**config.mk**
```make
export PLATFORM = sky130hd
export DESIGN_NAME = uff_top
export DESIGN_NICKNAME = d
export VERILOG_FILES = /design/src/logic/uff_pkg.sv /design/src/logic/uff_top.sv
export SDC_FILE = /design/constraint.sdc
export NUM_CORES = 1
export LEC_CHECK = 0
export BUFFER_PORTS_ARGS = -buffer_cell sky130_fd_sc_hd__clkbuf_2
export CAP_MARGIN = 25
export CORE_MARGIN = 8
export CORE_UTILIZATION = 51
export DETAILED_ROUTE_END_ITERATION = 6
export PLACE_DENSITY = 0.7
export SYNTH_ARGS = -nofsm -noshare
export SYNTH_HDL_FRONTEND = slang
export SYNTH_SLANG_ARGS = --single-unit
```
**constraint.sdc**
```tcl
create_clock -name i_sys_clk -period 3.95 [get_ports i_sys_clk]
set_input_delay 0.395 -clock i_sys_clk [delete_from_list [all_inputs] [get_ports i_sys_clk]]
set_output_delay 0.395 -clock i_sys_clk [all_outputs]
set_load 0.05 [all_outputs]
```
**src/logic/uff_pkg.sv**
```systemverilog
`default_nettype none
package uff_pkg;
  // ----------------------------------------------------------------
  // Timing
  // ----------------------------------------------------------------
  localparam int unsigned CLK_HZ = 10_000_000;
  localparam int unsigned BAUD_BPS = 9600;
  localparam int unsigned FRAME_BITS = 10;
  // Least low time of one frame, rounded up to whole clock cycles.
  localparam int unsigned BREAK_CYCLES = (CLK_HZ * FRAME_BITS + BAUD_BPS - 1) / BAUD_BPS;
  localparam int unsigned FIFO_DEPTH = 16;
  localparam logic [4:0] FIFO_FULL = 5'h10;

  // ----------------------------------------------------------------
  // Register offsets
  // ----------------------------------------------------------------
  localparam logic [7:0] OFS_STATUS = 8'h00;
  localparam logic [7:0] OFS_TXDATA = 8'h04;
  localparam logic [7:0] OFS_RXDATA = 8'h08;
  localparam logic [7:0] OFS_COUNT = 8'h0C;
  localparam logic [7:0] OFS_CTRL = 8'h10;
  localparam logic [7:0] OFS_IRQ_ST = 8'h14;
  localparam logic [7:0] OFS_IRQ_CLR = 8'h18;
  localparam logic [7:0] OFS_IRQ_EN = 8'h1C;

  // ----------------------------------------------------------------
  // Fields and reset values
  // ----------------------------------------------------------------
  localparam int unsigned BIT_TRANSMIT_END_FLAG = 6;
  localparam int unsigned BIT_TX_FIFO_EMPTY_FLAG = 5;
  localparam int unsigned BIT_BRK = 4;
  localparam int unsigned BIT_FER = 3;
  localparam int unsigned BIT_PER = 2;
  localparam int unsigned BIT_RDF = 1;
  localparam logic [15:0] STATUS_RST = 16'h0060;
  localparam int unsigned CTL_TE = 0;
  localparam int unsigned CTL_TTRG = 4;
  localparam int unsigned CTL_RTRG = 6;
  localparam logic [7:0] CTRL_RST = 8'h00;
  localparam int unsigned CNT_TX = 8;
  localparam int unsigned CNT_RX = 0;
  localparam int unsigned IRQ_TRANSMIT_END_FLAG = 0;
  localparam int unsigned IRQ_TX_FIFO_EMPTY_FLAG = 1;
  localparam int unsigned IRQ_BRK = 2;
  localparam int unsigned IRQ_RDF = 3;
  localparam logic [3:0] IRQ_RST = 4'h0;

  // Trigger numbers per two-bit select code.
  localparam logic [4:0] TX_TRIG_0 = 5'h08;
  localparam logic [4:0] TX_TRIG_1 = 5'h04;
  localparam logic [4:0] TX_TRIG_2 = 5'h02;
  localparam logic [4:0] TX_TRIG_3 = 5'h00;
  localparam logic [4:0] RX_TRIG_0 = 5'h01;
  localparam logic [4:0] RX_TRIG_1 = 5'h04;
  localparam logic [4:0] RX_TRIG_2 = 5'h08;
  localparam logic [4:0] RX_TRIG_3 = 5'h0E;

  localparam logic [1:0] RESP_OKAY = 2'h0;
  localparam logic [1:0] RESP_SLVERR = 2'h2;

  typedef struct packed {
    logic head_framing_error;
    logic head_parity_error;
    logic [7:0] data;
  } uff_rx_entry_t;
endpackage : uff_pkg
`default_nettype wire

```
**src/logic/uff_top.sv**
```systemverilog
// Functional notes
// Zero write after read-one clears transmit end once the transmit FIFO holds data.
// A DMA write into the transmit FIFO clears transmit end.
// Transmit end stays one while the transmitter is disabled.
// Transmit end sets after a character's last bit with the transmit FIFO empty.
// Transmit empty sets when a pop leaves the count at or below trigger.
// Transmit empty clears when count exceeds trigger, by software sequence or DMA.
// Transmit FIFO holds sixteen bytes; writes beyond the room are dropped.
// The count register shows the transmit FIFO byte count in its upper field.
// Break sets after a framing-error character and one frame of low line.
// Break clears only on reset or a zero write after read-one.
// During a break all-zero characters are not stored until the line is mark.
// Framing indicator follows the head entry of the receive FIFO.
// Parity indicator follows the head entry of the receive FIFO.
// Receive full sets when a push brings the count to trigger or more.
// Reset sets transmit end and empty, clears break, framing and parity.
// Writing one to a clearable flag is ignored; zero clears it.
// A zero write clears only a flag previously read as one.
// Head indicators are refreshed whenever the receive head advances.
`timescale 1ns/1ps
`default_nettype none
module uff_top #(
  parameter int unsigned P_BREAK_CYCLES = uff_pkg::BREAK_CYCLES
) (
  input wire logic i_sys_clk,
  input wire logic i_reset_n,
  input wire logic [7:0] i_awaddr,
  input wire logic i_awvalid,
  output logic o_awready,
  input wire logic [31:0] i_wdata,
  input wire logic [3:0] i_wstrb,
  input wire logic i_wvalid,
  output logic o_wready,
  output logic [1:0] o_bresp,
  output logic o_bvalid,
  input wire logic i_bready,
  input wire logic [7:0] i_araddr,
  input wire logic i_arvalid,
  output logic o_arready,
  output logic [31:0] o_rdata,
  output logic [1:0] o_rresp,
  output logic o_rvalid,
  input wire logic i_rready,
  input wire logic i_tx_take,
  input wire logic i_tx_last_bit,
  output logic o_tx_avail,
  output logic [7:0] o_tx_byte,
  input wire logic i_rx_valid,
  input wire uff_pkg::uff_rx_entry_t i_rx_entry,
  input wire logic i_rx_pin,
  input wire logic i_dma_tx_wr,
  input wire logic [7:0] i_dma_tx_data,
  input wire logic i_dma_rx_rd,
  output logic [7:0] o_dma_rx_data,
  output logic o_irq
);

  // ----------------------------------------------------------------
  // Bus slave
  // ----------------------------------------------------------------
  logic aw_held_ff, w_held_ff, awready_ff, wready_ff, bvalid_ff, arready_ff, rvalid_ff;
  logic [7:0] awaddr_ff;
  logic [31:0] wdata_ff, rdata_ff;
  logic [3:0] wstrb_ff;
  logic [1:0] bresp_ff, rresp_ff;
  logic aw_hs, w_hs, wr_go, rd_go, nxt_aw_held, nxt_w_held, nxt_rvalid;
  logic wr_ok, rd_ok;
  logic [31:0] rd_mux;

  assign aw_hs = i_awvalid & awready_ff;
  assign w_hs = i_wvalid & wready_ff;
  assign wr_go = aw_held_ff & w_held_ff & ~bvalid_ff;
  assign rd_go = i_arvalid & arready_ff;
  assign nxt_aw_held = aw_hs | (aw_held_ff & ~wr_go);
  assign nxt_w_held = w_hs | (w_held_ff & ~wr_go);
  assign nxt_rvalid = rd_go | (rvalid_ff & ~i_rready);

  always_ff @(posedge i_sys_clk or negedge i_reset_n) begin
    if (!i_reset_n) begin
      aw_held_ff <= 1'b0;
      w_held_ff <= 1'b0;
      awready_ff <= 1'b1;
      wready_ff <= 1'b1;
      awaddr_ff <= 8'h00;
      wdata_ff <= 32'h0000_0000;
      wstrb_ff <= 4'h0;
      bvalid_ff <= 1'b0;
      bresp_ff <= uff_pkg::RESP_OKAY;
    end else begin
      aw_held_ff <= nxt_aw_held;
      w_held_ff <= nxt_w_held;
      awready_ff <= ~nxt_aw_held;
      wready_ff <= ~nxt_w_held;
      if (aw_hs) begin
        awaddr_ff <= i_awaddr;
      end
      if (w_hs) begin
        wdata_ff <= i_wdata;
        wstrb_ff <= i_wstrb;
      end
      if (wr_go) begin
        bvalid_ff <= 1'b1;
        bresp_ff <= wr_ok ? uff_pkg::RESP_OKAY : uff_pkg::RESP_SLVERR;
      end else if (i_bready) begin
        bvalid_ff <= 1'b0;
      end
    end
  end

  always_ff @(posedge i_sys_clk or negedge i_reset_n) begin
    if (!i_reset_n) begin
      arready_ff <= 1'b1;
      rvalid_ff <= 1'b0;
      rdata_ff <= 32'h0000_0000;
      rresp_ff <= uff_pkg::RESP_OKAY;
    end else begin
      arready_ff <= ~nxt_rvalid;
      rvalid_ff <= nxt_rvalid;
      if (rd_go) begin
        rdata_ff <= rd_ok ? rd_mux : 32'h0000_0000;
        rresp_ff <= rd_ok ? uff_pkg::RESP_OKAY : uff_pkg::RESP_SLVERR;
      end
    end
  end

  // ----------------------------------------------------------------
  // Flags, FIFOs and registers
  // ----------------------------------------------------------------
  logic transmit_end_flag_ff, tx_fifo_empty_flag_ff, brk_ff, rdf_ff, fer_ff, per_ff;
  logic arm_transmit_end_flag_ff, arm_tx_fifo_empty_flag_ff, arm_brk_ff, arm_rdf_ff;
  logic [7:0] ctrl_ff;
  logic [3:0] irq_st_ff, irq_en_ff, irq_ev;
  logic irq_ff;
  logic [7:0] tx_mem_ff [uff_pkg::FIFO_DEPTH];
  uff_pkg::uff_rx_entry_t rx_mem_ff [uff_pkg::FIFO_DEPTH];
  logic [3:0] tx_wp_ff, tx_rp_ff, rx_wp_ff, rx_rp_ff;
  logic [4:0] tx_cnt_ff, rx_cnt_ff, nxt_tx_cnt, nxt_rx_cnt, tx_trig, rx_trig;
  logic tx_avail_ff;
  logic [7:0] tx_byte_ff, dma_rx_ff;
  logic [15:0] status_rd;
  logic sel_st_w, st_wr, z_transmit_end_flag, z_tx_fifo_empty_flag, z_brk, z_rdf, st_rd;
  logic sw_tx_wr, tx_push, dma_tx_ok, tx_pop, rx_push, sw_rx_rd, dma_rx_pop, rx_pop;
  logic [7:0] tx_push_data;
  logic transmit_end_flag_set, transmit_end_flag_clr, tx_fifo_empty_flag_set, tx_fifo_empty_flag_clr, rdf_set, rdf_clr, brk_set;
  logic rx_s1_ff, rx_s2_ff, rx_s3_ff, rx_line_ff, fer_seen_ff, brk_act_ff;
  logic [19:0] low_cnt_ff;

  always_comb begin
    unique case (ctrl_ff[uff_pkg::CTL_TTRG +: 2])
      2'h0: tx_trig = uff_pkg::TX_TRIG_0;
      2'h1: tx_trig = uff_pkg::TX_TRIG_1;
      2'h2: tx_trig = uff_pkg::TX_TRIG_2;
      2'h3: tx_trig = uff_pkg::TX_TRIG_3;
    endcase
    unique case (ctrl_ff[uff_pkg::CTL_RTRG +: 2])
      2'h0: rx_trig = uff_pkg::RX_TRIG_0;
      2'h1: rx_trig = uff_pkg::RX_TRIG_1;
      2'h2: rx_trig = uff_pkg::RX_TRIG_2;
      2'h3: rx_trig = uff_pkg::RX_TRIG_3;
    endcase
  end

  always_comb begin
    status_rd = 16'h0000;
    status_rd[uff_pkg::BIT_TRANSMIT_END_FLAG] = transmit_end_flag_ff;
    status_rd[uff_pkg::BIT_TX_FIFO_EMPTY_FLAG] = tx_fifo_empty_flag_ff;
    status_rd[uff_pkg::BIT_BRK] = brk_ff;
    status_rd[uff_pkg::BIT_FER] = fer_ff;
    status_rd[uff_pkg::BIT_PER] = per_ff;
    status_rd[uff_pkg::BIT_RDF] = rdf_ff;
    rd_ok = 1'b1;
    rd_mux = 32'h0000_0000;
    unique case (i_araddr)
      uff_pkg::OFS_STATUS: rd_mux[15:0] = status_rd;
      uff_pkg::OFS_RXDATA: rd_mux[7:0] = rx_mem_ff[rx_rp_ff].data;
      // Transmit count field.
      uff_pkg::OFS_COUNT: begin
        rd_mux[uff_pkg::CNT_TX +: 5] = tx_cnt_ff;
        rd_mux[uff_pkg::CNT_RX +: 5] = rx_cnt_ff;
      end
      uff_pkg::OFS_CTRL: rd_mux[7:0] = ctrl_ff;
      uff_pkg::OFS_IRQ_ST: rd_mux[3:0] = irq_st_ff;
      uff_pkg::OFS_IRQ_EN: rd_mux[3:0] = irq_en_ff;
      uff_pkg::OFS_TXDATA, uff_pkg::OFS_IRQ_CLR: rd_mux = 32'h0000_0000;
      default: rd_ok = 1'b0;
    endcase
    wr_ok = 1'b1;
    unique case (awaddr_ff)
      uff_pkg::OFS_STATUS, uff_pkg::OFS_TXDATA, uff_pkg::OFS_CTRL: wr_ok = 1'b1;
      uff_pkg::OFS_IRQ_CLR, uff_pkg::OFS_IRQ_EN, uff_pkg::OFS_RXDATA: wr_ok = 1'b1;
      uff_pkg::OFS_COUNT, uff_pkg::OFS_IRQ_ST: wr_ok = 1'b1;
      default: wr_ok = 1'b0;
    endcase
  end

  // Decoded accesses; all write effects need byte lane 0.
  assign sel_st_w = wr_go & wstrb_ff[0] & (awaddr_ff == uff_pkg::OFS_STATUS);
  assign st_wr = sel_st_w;
  // Only zero clears.
  assign z_transmit_end_flag = sel_st_w & ~wdata_ff[uff_pkg::BIT_TRANSMIT_END_FLAG] & arm_transmit_end_flag_ff;
  assign z_tx_fifo_empty_flag = sel_st_w & ~wdata_ff[uff_pkg::BIT_TX_FIFO_EMPTY_FLAG] & arm_tx_fifo_empty_flag_ff;
  assign z_brk = sel_st_w & ~wdata_ff[uff_pkg::BIT_BRK] & arm_brk_ff;
  assign z_rdf = sel_st_w & ~wdata_ff[uff_pkg::BIT_RDF] & arm_rdf_ff;
  assign st_rd = rd_go & (i_araddr == uff_pkg::OFS_STATUS);
  assign sw_tx_wr = wr_go & wstrb_ff[0] & (awaddr_ff == uff_pkg::OFS_TXDATA);
  assign sw_rx_rd = rd_go & (i_araddr == uff_pkg::OFS_RXDATA);

  // Drop writes beyond room.
  assign tx_push = (sw_tx_wr | i_dma_tx_wr) & (tx_cnt_ff != uff_pkg::FIFO_FULL);
  assign dma_tx_ok = tx_push & ~sw_tx_wr;
  assign tx_push_data = sw_tx_wr ? wdata_ff[7:0] : i_dma_tx_data;
  assign tx_pop = i_tx_take & (tx_cnt_ff != 5'h00);
  assign nxt_tx_cnt = tx_cnt_ff + {4'h0, tx_push} - {4'h0, tx_pop};

  // Drop break zeros.
  assign rx_push = i_rx_valid & (rx_cnt_ff != uff_pkg::FIFO_FULL)
      & ~(brk_act_ff & (i_rx_entry.data == 8'h00));
  assign dma_rx_pop = i_dma_rx_rd & ~sw_rx_rd & (rx_cnt_ff != 5'h00);
  assign rx_pop = (sw_rx_rd & (rx_cnt_ff != 5'h00)) | dma_rx_pop;
  assign nxt_rx_cnt = rx_cnt_ff + {4'h0, rx_push} - {4'h0, rx_pop};

  // Disabled holds one.
  // Last bit, empty.
  assign transmit_end_flag_set = ~ctrl_ff[uff_pkg::CTL_TE] | (i_tx_last_bit & (nxt_tx_cnt == 5'h00));
  // Software clear sequence.
  // DMA write clears.
  assign transmit_end_flag_clr = (z_transmit_end_flag & (tx_cnt_ff != 5'h00)) | dma_tx_ok;
  // Pop to trigger.
  assign tx_fifo_empty_flag_set = tx_pop & (nxt_tx_cnt <= tx_trig);
  // Above trigger clears.
  assign tx_fifo_empty_flag_clr = (z_tx_fifo_empty_flag | dma_tx_ok) & (nxt_tx_cnt > tx_trig);
  // Push reaches trigger.
  assign rdf_set = rx_push & (nxt_rx_cnt >= rx_trig);
  assign rdf_clr = (z_rdf | dma_rx_pop) & (nxt_rx_cnt < rx_trig);

  // ----------------------------------------------------------------
  // Status flags
  // ----------------------------------------------------------------
  // Reset values.
  always_ff @(posedge i_sys_clk or negedge i_reset_n) begin
    if (!i_reset_n) begin
      transmit_end_flag_ff <= uff_pkg::STATUS_RST[uff_pkg::BIT_TRANSMIT_END_FLAG];
      tx_fifo_empty_flag_ff <= uff_pkg::STATUS_RST[uff_pkg::BIT_TX_FIFO_EMPTY_FLAG];
      brk_ff <= uff_pkg::STATUS_RST[uff_pkg::BIT_BRK];
      rdf_ff <= uff_pkg::STATUS_RST[uff_pkg::BIT_RDF];
    end else begin
      // Every set outranks a clear in the same cycle.
      transmit_end_flag_ff <= transmit_end_flag_set | (transmit_end_flag_ff & ~transmit_end_flag_clr);
      tx_fifo_empty_flag_ff <= tx_fifo_empty_flag_set | (tx_fifo_empty_flag_ff & ~tx_fifo_empty_flag_clr);
      // Break clear.
      brk_ff <= brk_set | (brk_ff & ~z_brk);
      rdf_ff <= rdf_set | (rdf_ff & ~rdf_clr);
    end
  end

  // Arm on read-one.
  always_ff @(posedge i_sys_clk or negedge i_reset_n) begin
    if (!i_reset_n) begin
      arm_transmit_end_flag_ff <= 1'b0;
      arm_tx_fifo_empty_flag_ff <= 1'b0;
      arm_brk_ff <= 1'b0;
      arm_rdf_ff <= 1'b0;
    end else begin
      arm_transmit_end_flag_ff <= (st_rd & transmit_end_flag_ff) | (arm_transmit_end_flag_ff & ~st_wr);
      arm_tx_fifo_empty_flag_ff <= (st_rd & tx_fifo_empty_flag_ff) | (arm_tx_fifo_empty_flag_ff & ~st_wr);
      arm_brk_ff <= (st_rd & brk_ff) | (arm_brk_ff & ~st_wr);
      arm_rdf_ff <= (st_rd & rdf_ff) | (arm_rdf_ff & ~st_wr);
    end
  end

  // ----------------------------------------------------------------
  // Transmit FIFO
  // ----------------------------------------------------------------
  always_ff @(posedge i_sys_clk or negedge i_reset_n) begin
    if (!i_reset_n) begin
      tx_wp_ff <= 4'h0;
      tx_rp_ff <= 4'h0;
      tx_cnt_ff <= 5'h00;
      tx_avail_ff <= 1'b0;
      tx_byte_ff <= 8'h00;
    end else begin
      tx_cnt_ff <= nxt_tx_cnt;
      tx_avail_ff <= (nxt_tx_cnt != 5'h00);
      if (tx_push) begin
        tx_wp_ff <= tx_wp_ff + 4'h1;
      end
      if (tx_pop) begin
        tx_rp_ff <= tx_rp_ff + 4'h1;
        tx_byte_ff <= tx_mem_ff[tx_rp_ff];
      end
    end
  end

  // ----------------------------------------------------------------
  // Receive FIFO and head indicators
  // ----------------------------------------------------------------
  always_ff @(posedge i_sys_clk or negedge i_reset_n) begin
    if (!i_reset_n) begin
      rx_wp_ff <= 4'h0;
      rx_rp_ff <= 4'h0;
      rx_cnt_ff <= 5'h00;
      dma_rx_ff <= 8'h00;
      fer_ff <= uff_pkg::STATUS_RST[uff_pkg::BIT_FER];
      per_ff <= uff_pkg::STATUS_RST[uff_pkg::BIT_PER];
    end else begin
      rx_cnt_ff <= nxt_rx_cnt;
      if (rx_push) begin
        rx_wp_ff <= rx_wp_ff + 4'h1;
      end
      if (rx_pop) begin
        rx_rp_ff <= rx_rp_ff + 4'h1;
      end
      if (dma_rx_pop) begin
        dma_rx_ff <= rx_mem_ff[rx_rp_ff].data;
      end
      // Head framing.
      // Head parity.
      // Refreshed each cycle.
      fer_ff <= (rx_cnt_ff != 5'h00) & rx_mem_ff[rx_rp_ff].head_framing_error;
      per_ff <= (rx_cnt_ff != 5'h00) & rx_mem_ff[rx_rp_ff].head_parity_error;
    end
  end

  // Storage has no reset; the counts guard every read except the RXDATA register read.
  genvar gi;
  generate
    for (gi = 0; gi < uff_pkg::FIFO_DEPTH; gi++) begin : g_mem
      always_ff @(posedge i_sys_clk) begin
        if (tx_push && tx_wp_ff == 4'(gi)) begin
          tx_mem_ff[gi] <= tx_push_data;
        end
        if (rx_push && rx_wp_ff == 4'(gi)) begin
          rx_mem_ff[gi] <= i_rx_entry;
        end
      end
    end
  endgenerate

  // ----------------------------------------------------------------
  // Break detection
  // ----------------------------------------------------------------
  always_ff @(posedge i_sys_clk or negedge i_reset_n) begin
    if (!i_reset_n) begin
      rx_s1_ff <= 1'b1;
      rx_s2_ff <= 1'b1;
      rx_s3_ff <= 1'b1;
      rx_line_ff <= 1'b1;
    end else begin
      rx_s1_ff <= i_rx_pin;
      rx_s2_ff <= rx_s1_ff;
      rx_s3_ff <= rx_s2_ff;
      if (rx_s2_ff == rx_s3_ff) begin
        rx_line_ff <= rx_s3_ff;
      end
    end
  end

  // Framing error, frame low.
  assign brk_set = fer_seen_ff & ~rx_line_ff & ~brk_act_ff
      & (low_cnt_ff == 20'(P_BREAK_CYCLES - 1));

  always_ff @(posedge i_sys_clk or negedge i_reset_n) begin
    if (!i_reset_n) begin
      fer_seen_ff <= 1'b0;
      brk_act_ff <= 1'b0;
      low_cnt_ff <= 20'h0_0000;
    end else begin
      if (rx_line_ff) begin
        fer_seen_ff <= 1'b0;
        brk_act_ff <= 1'b0;
        low_cnt_ff <= 20'h0_0000;
      end else begin
        if (i_rx_valid && i_rx_entry.head_framing_error) begin
          fer_seen_ff <= 1'b1;
        end
        if (brk_set) begin
          brk_act_ff <= 1'b1;
        end
        if (fer_seen_ff && !brk_act_ff) begin
          low_cnt_ff <= low_cnt_ff + 20'h0_0001;
        end
      end
    end
  end

  // ----------------------------------------------------------------
  // Control and interrupts
  // ----------------------------------------------------------------
  assign irq_ev = {rdf_set, brk_set, tx_fifo_empty_flag_set, transmit_end_flag_set & ~transmit_end_flag_ff};

  always_ff @(posedge i_sys_clk or negedge i_reset_n) begin
    if (!i_reset_n) begin
      ctrl_ff <= uff_pkg::CTRL_RST;
      irq_en_ff <= uff_pkg::IRQ_RST;
      irq_st_ff <= uff_pkg::IRQ_RST;
      irq_ff <= 1'b0;
    end else begin
      if (wr_go && wstrb_ff[0] && awaddr_ff == uff_pkg::OFS_CTRL) begin
        ctrl_ff <= wdata_ff[7:0];
      end
      if (wr_go && wstrb_ff[0] && awaddr_ff == uff_pkg::OFS_IRQ_EN) begin
        irq_en_ff <= wdata_ff[3:0];
      end
      if (wr_go && wstrb_ff[0] && awaddr_ff == uff_pkg::OFS_IRQ_CLR) begin
        irq_st_ff <= (irq_st_ff & ~wdata_ff[3:0]) | irq_ev;
      end else begin
        irq_st_ff <= irq_st_ff | irq_ev;
      end
      irq_ff <= |(irq_st_ff & irq_en_ff);
    end
  end

  assign o_awready = awready_ff;
  assign o_wready = wready_ff;
  assign o_bvalid = bvalid_ff;
  assign o_bresp = bresp_ff;
  assign o_arready = arready_ff;
  assign o_rvalid = rvalid_ff;
  assign o_rdata = rdata_ff;
  assign o_rresp = rresp_ff;
  assign o_tx_avail = tx_avail_ff;
  assign o_tx_byte = tx_byte_ff;
  assign o_dma_rx_data = dma_rx_ff;
  assign o_irq = irq_ff;

endmodule : uff_top
`default_nettype wire

```
## Word level (Yosys, flattened, before mapping)

Memory sizes are Yosys's and may differ from the RTL's. A register that Yosys moved wholly into a read port is not among the register bits.
Cells that the tools add are included.

- RAM bits: 288
- Word-level logic and storage cells: 470
- Bits of input ports: 83
- ROM bits: 32
- Output and inout bits: 59
- Register bits: 148
- Memories kept: 3

Memory list:

| name | words | width | read ports | clocked after memory_dff | write ports | line | source |
|---|---|---|---|---|---|---|---|
| rx_mem_ff | 16 | 10 | 1 | 0 | 1 | uff_top.sv:135 | `uff_pkg::uff_rx_entry_t rx_mem_ff [uff_pkg::FIFO_DEPTH];` |
| tx_mem_ff | 16 | 8 | 1 | 1 | 1 | uff_top.sv:134 | `logic [7:0] tx_mem_ff [uff_pkg::FIFO_DEPTH];` |
| (name not given) | 32 | 1 | 1 | 0 | 0 | uff_top.sv:188 | `unique case (awaddr_ff)` |

- Add/subtract/negate cells: 9
- Muxes and demuxes: 175
- Bitwise operators: 98
- Eq/ne operators: 51
- Reductions and logical operators: 88
- Magnitude comparators: 4

Operator list:

| cell | count |
|---|---|
| 10-bit two-way mux | 15 |
| 10-bit OR reduction | 15 |
| 8-bit two-way mux | 16 |
| 8-bit OR reduction | 16 |
| 4-bit two-way mux | 31 |
| 1-bit two-way mux | 102 |
| 4-bit == test, second input constant | 16 |
| 8-bit by 5-bit == test with 1-bit output, second input constant | 7 |
| 1-bit AND | 54 |
| 20-bit two-way mux | 2 |
| 5-bit one-hot mux with 4 select lines | 2 |
| 1-bit logical AND | 38 |
| 4-bit by 3-bit == test with 1-bit output, second input constant | 8 |
| 8-bit logical NOT | 3 |
| 4-bit one-hot mux with 6 select lines | 1 |
| 1-bit inverter | 22 |
| 20-bit by 1-bit adder with 20-bit output, second input constant | 1 |
| 20-bit by 14-bit == test with 1-bit output, second input constant | 1 |
| 1-bit bitwise OR | 17 |
| 4-bit by 1-bit adder with 4-bit output, second input constant | 4 |
| 4-bit by 2-bit == test with 1-bit output, second input constant | 4 |
| 8-bit by 3-bit == test with 1-bit output, second input constant | 2 |
| 8-bit by 4-bit == test with 1-bit output, second input constant | 2 |
| 5-bit nonzero test | 3 |
| other kinds (26) | 43 |

## Longest topological paths before layout

- Depth in word-level cells: 25
- Gate-level depth with buffers: 18
- Depth with buffers taken out: 17

## Worst setup path before layout

OpenSTA, ideal clock, no wires.

- Path kind: flip-flop to flip-flop
- From: reg awaddr_ff[0]
- To: reg transmit_end_flag_ff
- Path buffers: 0
- Data arrival time: 4.018 ns
- Required time: 3.865 ns
- Setup time: 0.085 ns
- Stages on the path, launching flop included: 15
- Period minus slack after synthesis: 4.103 ns
- Slack: -0.153 ns
- Cells stage by stage: dfrtp_1 or4_4 nor4_1 o21a_1 clkinv_1 ha_1 inv_1 ha_1 inv_1 fa_1 inv_1 or3_1 a2111oi_0 or3b_2 o221ai_1

- Cells in the longest elaborated chain, start to end: 10
- Elaborated cells on any way between the ends: 20
- Classes of those cells: 2 x add/sub; 1 x eq/ne; 15 x bitwise; 2 x reduce/logical

RTL lines:

| element | line | source |
|---|---|---|
| from (decl) | uff_top.sv:62 | `logic [7:0] awaddr_ff;` |
| from (signal assigned) | uff_top.sv:95 | `awaddr_ff <= i_awaddr;` |
| 8-bit by 3-bit == test with 1-bit output | uff_top.sv:205 | `assign sw_tx_wr = wr_go & wstrb_ff[0] & (awaddr_ff == uff_pkg::OFS_TXDATA);` |
| 1-bit AND | uff_top.sv:205 |  |
| 1-bit bitwise OR | uff_top.sv:209 | `assign tx_push = (sw_tx_wr \| i_dma_tx_wr) & (tx_cnt_ff != uff_pkg::FIFO_FULL);` |
| 1-bit AND | uff_top.sv:209 |  |
| 5-bit by 1-bit adder with 5-bit output | uff_top.sv:213 | `assign nxt_tx_cnt = tx_cnt_ff + {4'h0, tx_push} - {4'h0, tx_pop};` |
| 5-bit by 1-bit subtractor with 5-bit output | uff_top.sv:213 |  |
| via nxt_tx_cnt[1] | uff_top.sv:137 | `logic [4:0] tx_cnt_ff, rx_cnt_ff, nxt_tx_cnt, nxt_rx_cnt, tx_trig, rx_trig;` |
| 5-bit logical NOT | uff_top.sv:224 | `assign transmit_end_flag_set = ~ctrl_ff[uff_pkg::CTL_TE] \| (i_tx_last_bit & (nxt_tx_cnt == 5'h00));` |
| 1-bit AND | uff_top.sv:224 |  |
| 1-bit bitwise OR | uff_top.sv:224 |  |
| 1-bit bitwise OR | uff_top.sv:248 | `transmit_end_flag_ff <= transmit_end_flag_set \| (transmit_end_flag_ff & ~transmit_end_flag_clr);` |
| to (signal assigned) | uff_top.sv:242 | `transmit_end_flag_ff <= uff_pkg::STATUS_RST[uff_pkg::BIT_TRANSMIT_END_FLAG];` |
| to (signal assigned) | uff_top.sv:248 |  |
| to (decl) | uff_top.sv:129 | `logic transmit_end_flag_ff, tx_fifo_empty_flag_ff, brk_ff, rdf_ff, fer_ff, per_ff;` |

The timed path passes the listed nets, and every way through them passes these cells.
A chain may end at the register's enable or synchronous reset.

## Final worst setup path

- From: reg awaddr_ff[7]
- To: reg transmit_end_flag_ff

Same word-level chain as after synthesis.

==> metrics.csv <==
stage,metric,value,unit
logic_synthesis,Unique masters post-synth,61,
clocking,clk sinks,423,
logic_synthesis,Synth Cell Area,0.0178,mm²
min_path,Hold WC Path Type,in -> reg,
drt,vias post-DR,9939,
cells_and_area,multi-input logic area,0.00547,mm²
sta,RSZ-0062 raised after global routing,no,
logic_synthesis,post-synthesis simple-gate area fraction,7.23,%
sta,"Hold Vio Cnt, Final",0,
logic_synthesis,Mapped Cells,1103,
grt,Global Route Usage Sum,18.8,%
logic_synthesis,Commonest cells post-synth,"288 x edfxtp_1, 126 x dfrtp_1, 74 x mux4_2",
sta,Final Critical Period,3.82,ns
clocking,clk_lat worst skew,0.56,ns
power,static leakage,0.00775,µW
cells_and_area,Final nets,1374,
critical_path,CP max stage cell,or4_4,
drt,DR vias/cell,5.68,
clocking,CTS tree,done,
sta,Rel. slew slack,33.6,%
logic_synthesis,mux cell area share after synthesis,13.9,%
cells_and_area,layout cells sized above 1,29.2,%
logic_synthesis,async set-reset flop share out of synthesis,31.9,%
logic_synthesis,cell with the most instances after synthesis,edfxtp_1,
sta,max-slew violation count,0,
job,max cap viols,0,
drt,Detail Route Antenna Nets,0,
logic_synthesis,area share of fa/ha/maj cells after synthesis,2.46,%
logic_synthesis,Seq cells post-synth,423,
critical_path,CP most frequent cell,inv_1,
logic_synthesis,main area contributors after synthesis,"edfxtp_1 49%, dfrtp_1 18%, mux4_2 9.4%",
logic_synthesis,Post-synth EDFFs,288,
logic_synthesis,largest family of logic cells by synthesized area,multiplexers,
grt,largest net degree at the start of global routing,71,
critical_path,path depth of the worst reg2reg path,15,
die,Die W,203,µm
grt,number of global-route vias before repair,10248,
cells_and_area,number of fill cells,2598,
cells_and_area,"Design Area, Final",0.0205,mm²
die,Placeable Area,0.0345,mm²
critical_path,Critical Path Sink,transmit_end_flag_ff,
drt,Initial DRT Pass Iterations,7,
critical_path,worst-path cell chain,"or4_4, nor4_4, buf_4, o21a_1, clkinv_2, ha_4, inv_1, ha_2, inv_1, fa_2, inv_1, or3_1, a2111oi_2, or3b_4, o221ai_2",
critical_path,r2r setup slk,0.13,ns
clocking,H-tree depth,2,
critical_path,CP top delay family,simple AND/OR/NAND/NOR gates,
drt,routed length per instance,22.2,µm
power,PwrDens,713,mW/mm²
min_path,hold path depth,2,
clocking,Max Buffers Root-to-Sink,3,
die,Die Y,203,µm
critical_path,CP endpoint kind,register,
logic_synthesis,Compound-Gate Fraction of Synth Area,4.26,%
sta,final setup violating endpoints,0,
logic_synthesis,cell accounting for the most synthesized area,edfxtp_1,
cells_and_area,register area,0.0120,mm²
status,status,finished clean,
logic_synthesis,warning count from the yosys run,0,
die,# IOs,142,
sta,TNS Setup,0,ns
logic_synthesis,Yosys top cell area share,48.6,%
critical_path,R2R Path End,transmit_end_flag_ff,
critical_path,crit-path max cell delay,0.56,ns
critical_path,RR Startpoint,awaddr_ff[7],
placed_design,port buffer count,93,
logic_synthesis,Syn Area/Cell,16.1,µm²
cells_and_area,# diodes,0,
critical_path,Crit path buffers/inverters,5,
placed_design,DP Area,0.0190,mm²
die,row count,68,
grt,initial antenna violation count,0,
critical_path,Critical Path RT,4.44,ns
drt,DRT iter0 DRCs,503,
clocking,clk slew on worst S/H paths,0.06,ns
critical_path,Critical Path AT,4.31,ns
placed_design,GP Congestion,0.797,
sta,fmax,262,MHz
sta,Layout Skew,0.0180,ns
placed_design,post-DP HPWL,26000,µm
drt,Routed WL,38700,µm
grt,Congestion Overflow GR,0,
logic_synthesis,Synth Area in XOR/XNOR,1.62,%
cells_and_area,post-layout util,59.6,%
clocking,Clock Tree Root,clkbuf_16,
die,Initial Util,51.6,%
logic_synthesis,sequential share of the synthesized area,67.6,%
critical_path,Worst path depth,15,
die,die area,0.0411,mm²
critical_path,Crit Path Max Fanout,3,
clocking,cts bufs inserted,44,
critical_path,critical path class,reg -> reg,
critical_path,CP Launch Type,register,
sta,Final period util,96.8,%
cells_and_area,Synth-to-Final Area Change,15.4,%
logic_synthesis,dominant synthesized flop cell,edfxtp_1,
power,Power Total,14700,µW
sta,Slew @ Worst Pin,0.986,ns
power,VDD IR-drop max,0.000536,V
critical_path,Setup crit start,awaddr_ff[7],
grt,first-pass GRT wire length,59600,µm
drt,DRC Markers,0,
where the power goes:
group	switching (µW)	leakage, µW	total, µW	internal, µW
clock network	1690	0.000669	3890	2200
logic	2390	0.00280	4460	2070
registers	838	0.00428	6310	5470
total	4920	0.00775	14700	9740
flip-flops by register name, summed over array words and instances (netlist names), 4 cells and up:
register	cells
tx_wp_ff	4
o_dma_rx_data	8
wdata_ff	8
rx_mem_ff	160
rx_rp_ff	4
irq_st_ff	4
tx_rp_ff	4
tx_mem_ff	128
rx_wp_ff	4
o_tx_byte	8
irq_en_ff	4
low_cnt_ff	20
o_rdata	13
tx_cnt_ff	5
rx_cnt_ff	5
awaddr_ff	8
ctrl_ff	8
cells by family after synthesis:
logic type      count (synthesis)
xor+xnor                       33
other cells                     1
mux                           148
flops                         423
simple gates                  239
compound gates                112
buf+inv                       113
fa+ha+maj                      34
per-layer routing:
metal	global-route usage, %	wire length (µm)	up-vias
li1	-	-	4506
met4	5.39	751	0
met2	30.5	19000	277
met1	25.8	16700	5107
met5	0	0	-
met3	3.52	2330	49
timing repair:
item                       CTS  global route
resized for setup            8             8
setup buffers                1             4
pin swaps                    4             1
hold endpoints to repair    65             0
hold buffers                 2             0
setup endpoints to repair    5             6
cells in the final DEF, fill, tap and decap left out, types with 20 or more instances in the layout:
cell type | netlist | layout
nand2_1 | 58 | 58
conb_1 | 1 | 21
inv_1 | 50 | 50
xnor2_1 | 23 | 22
ha_1 | 31 | 29
nor2_1 | 47 | 47
mux4_2 | 74 | 74
buf_4 | 21 | 56
a21oi_1 | 21 | 20
clkbuf_16 | 0 | 44
mux2i_1 | 24 | 24
edfxtp_1 | 288 | 288
dfrtp_1 | 126 | 122
mux2_2 | 50 | 50
clkbuf_2 | 0 | 92
through the flow:
step / cells / setup slack (ns) / hold slack, ns
6_report: 1749 / 0.127 / 0.0461
2_1_floorplan: 1123 / 0.0268 / 0.0994
3_5_place_dp: 1660 / -0.202 / 0.347
3_3_place_gp: 1660 / -0.141 / 0.348
4_1_cts: 1745 / 0.0358 / 0.0257
5_1_grt: 1749 / 0.00129 / 0.0232
cell type report:
class / instances / area share [%]
repair buffers: 151 / 4.44
flip-flops and latches: 423 / 58.6
well taps: 455 / 2.77
clock buffers: 54 / 5.54
inverters: 51 / 0.938
clock inverters: 28 / 1.07
multi-input cells: 587 / 26.6
worst min-delay path by stage:
stage	from	slack (ns)	end
finish	i_bready	0.05	o_bvalid
global route	i_bready	0.02	o_bvalid
detailed placement	rx_s1_ff	0.35	rx_s2_ff
global placement	rx_s1_ff	0.35	rx_s2_ff
CTS	i_bready	0.03	o_bvalid
floorplan	i_reset_n	0.1	arm_brk_ff
No activity file was read; power rests on OpenSTA's default activity.
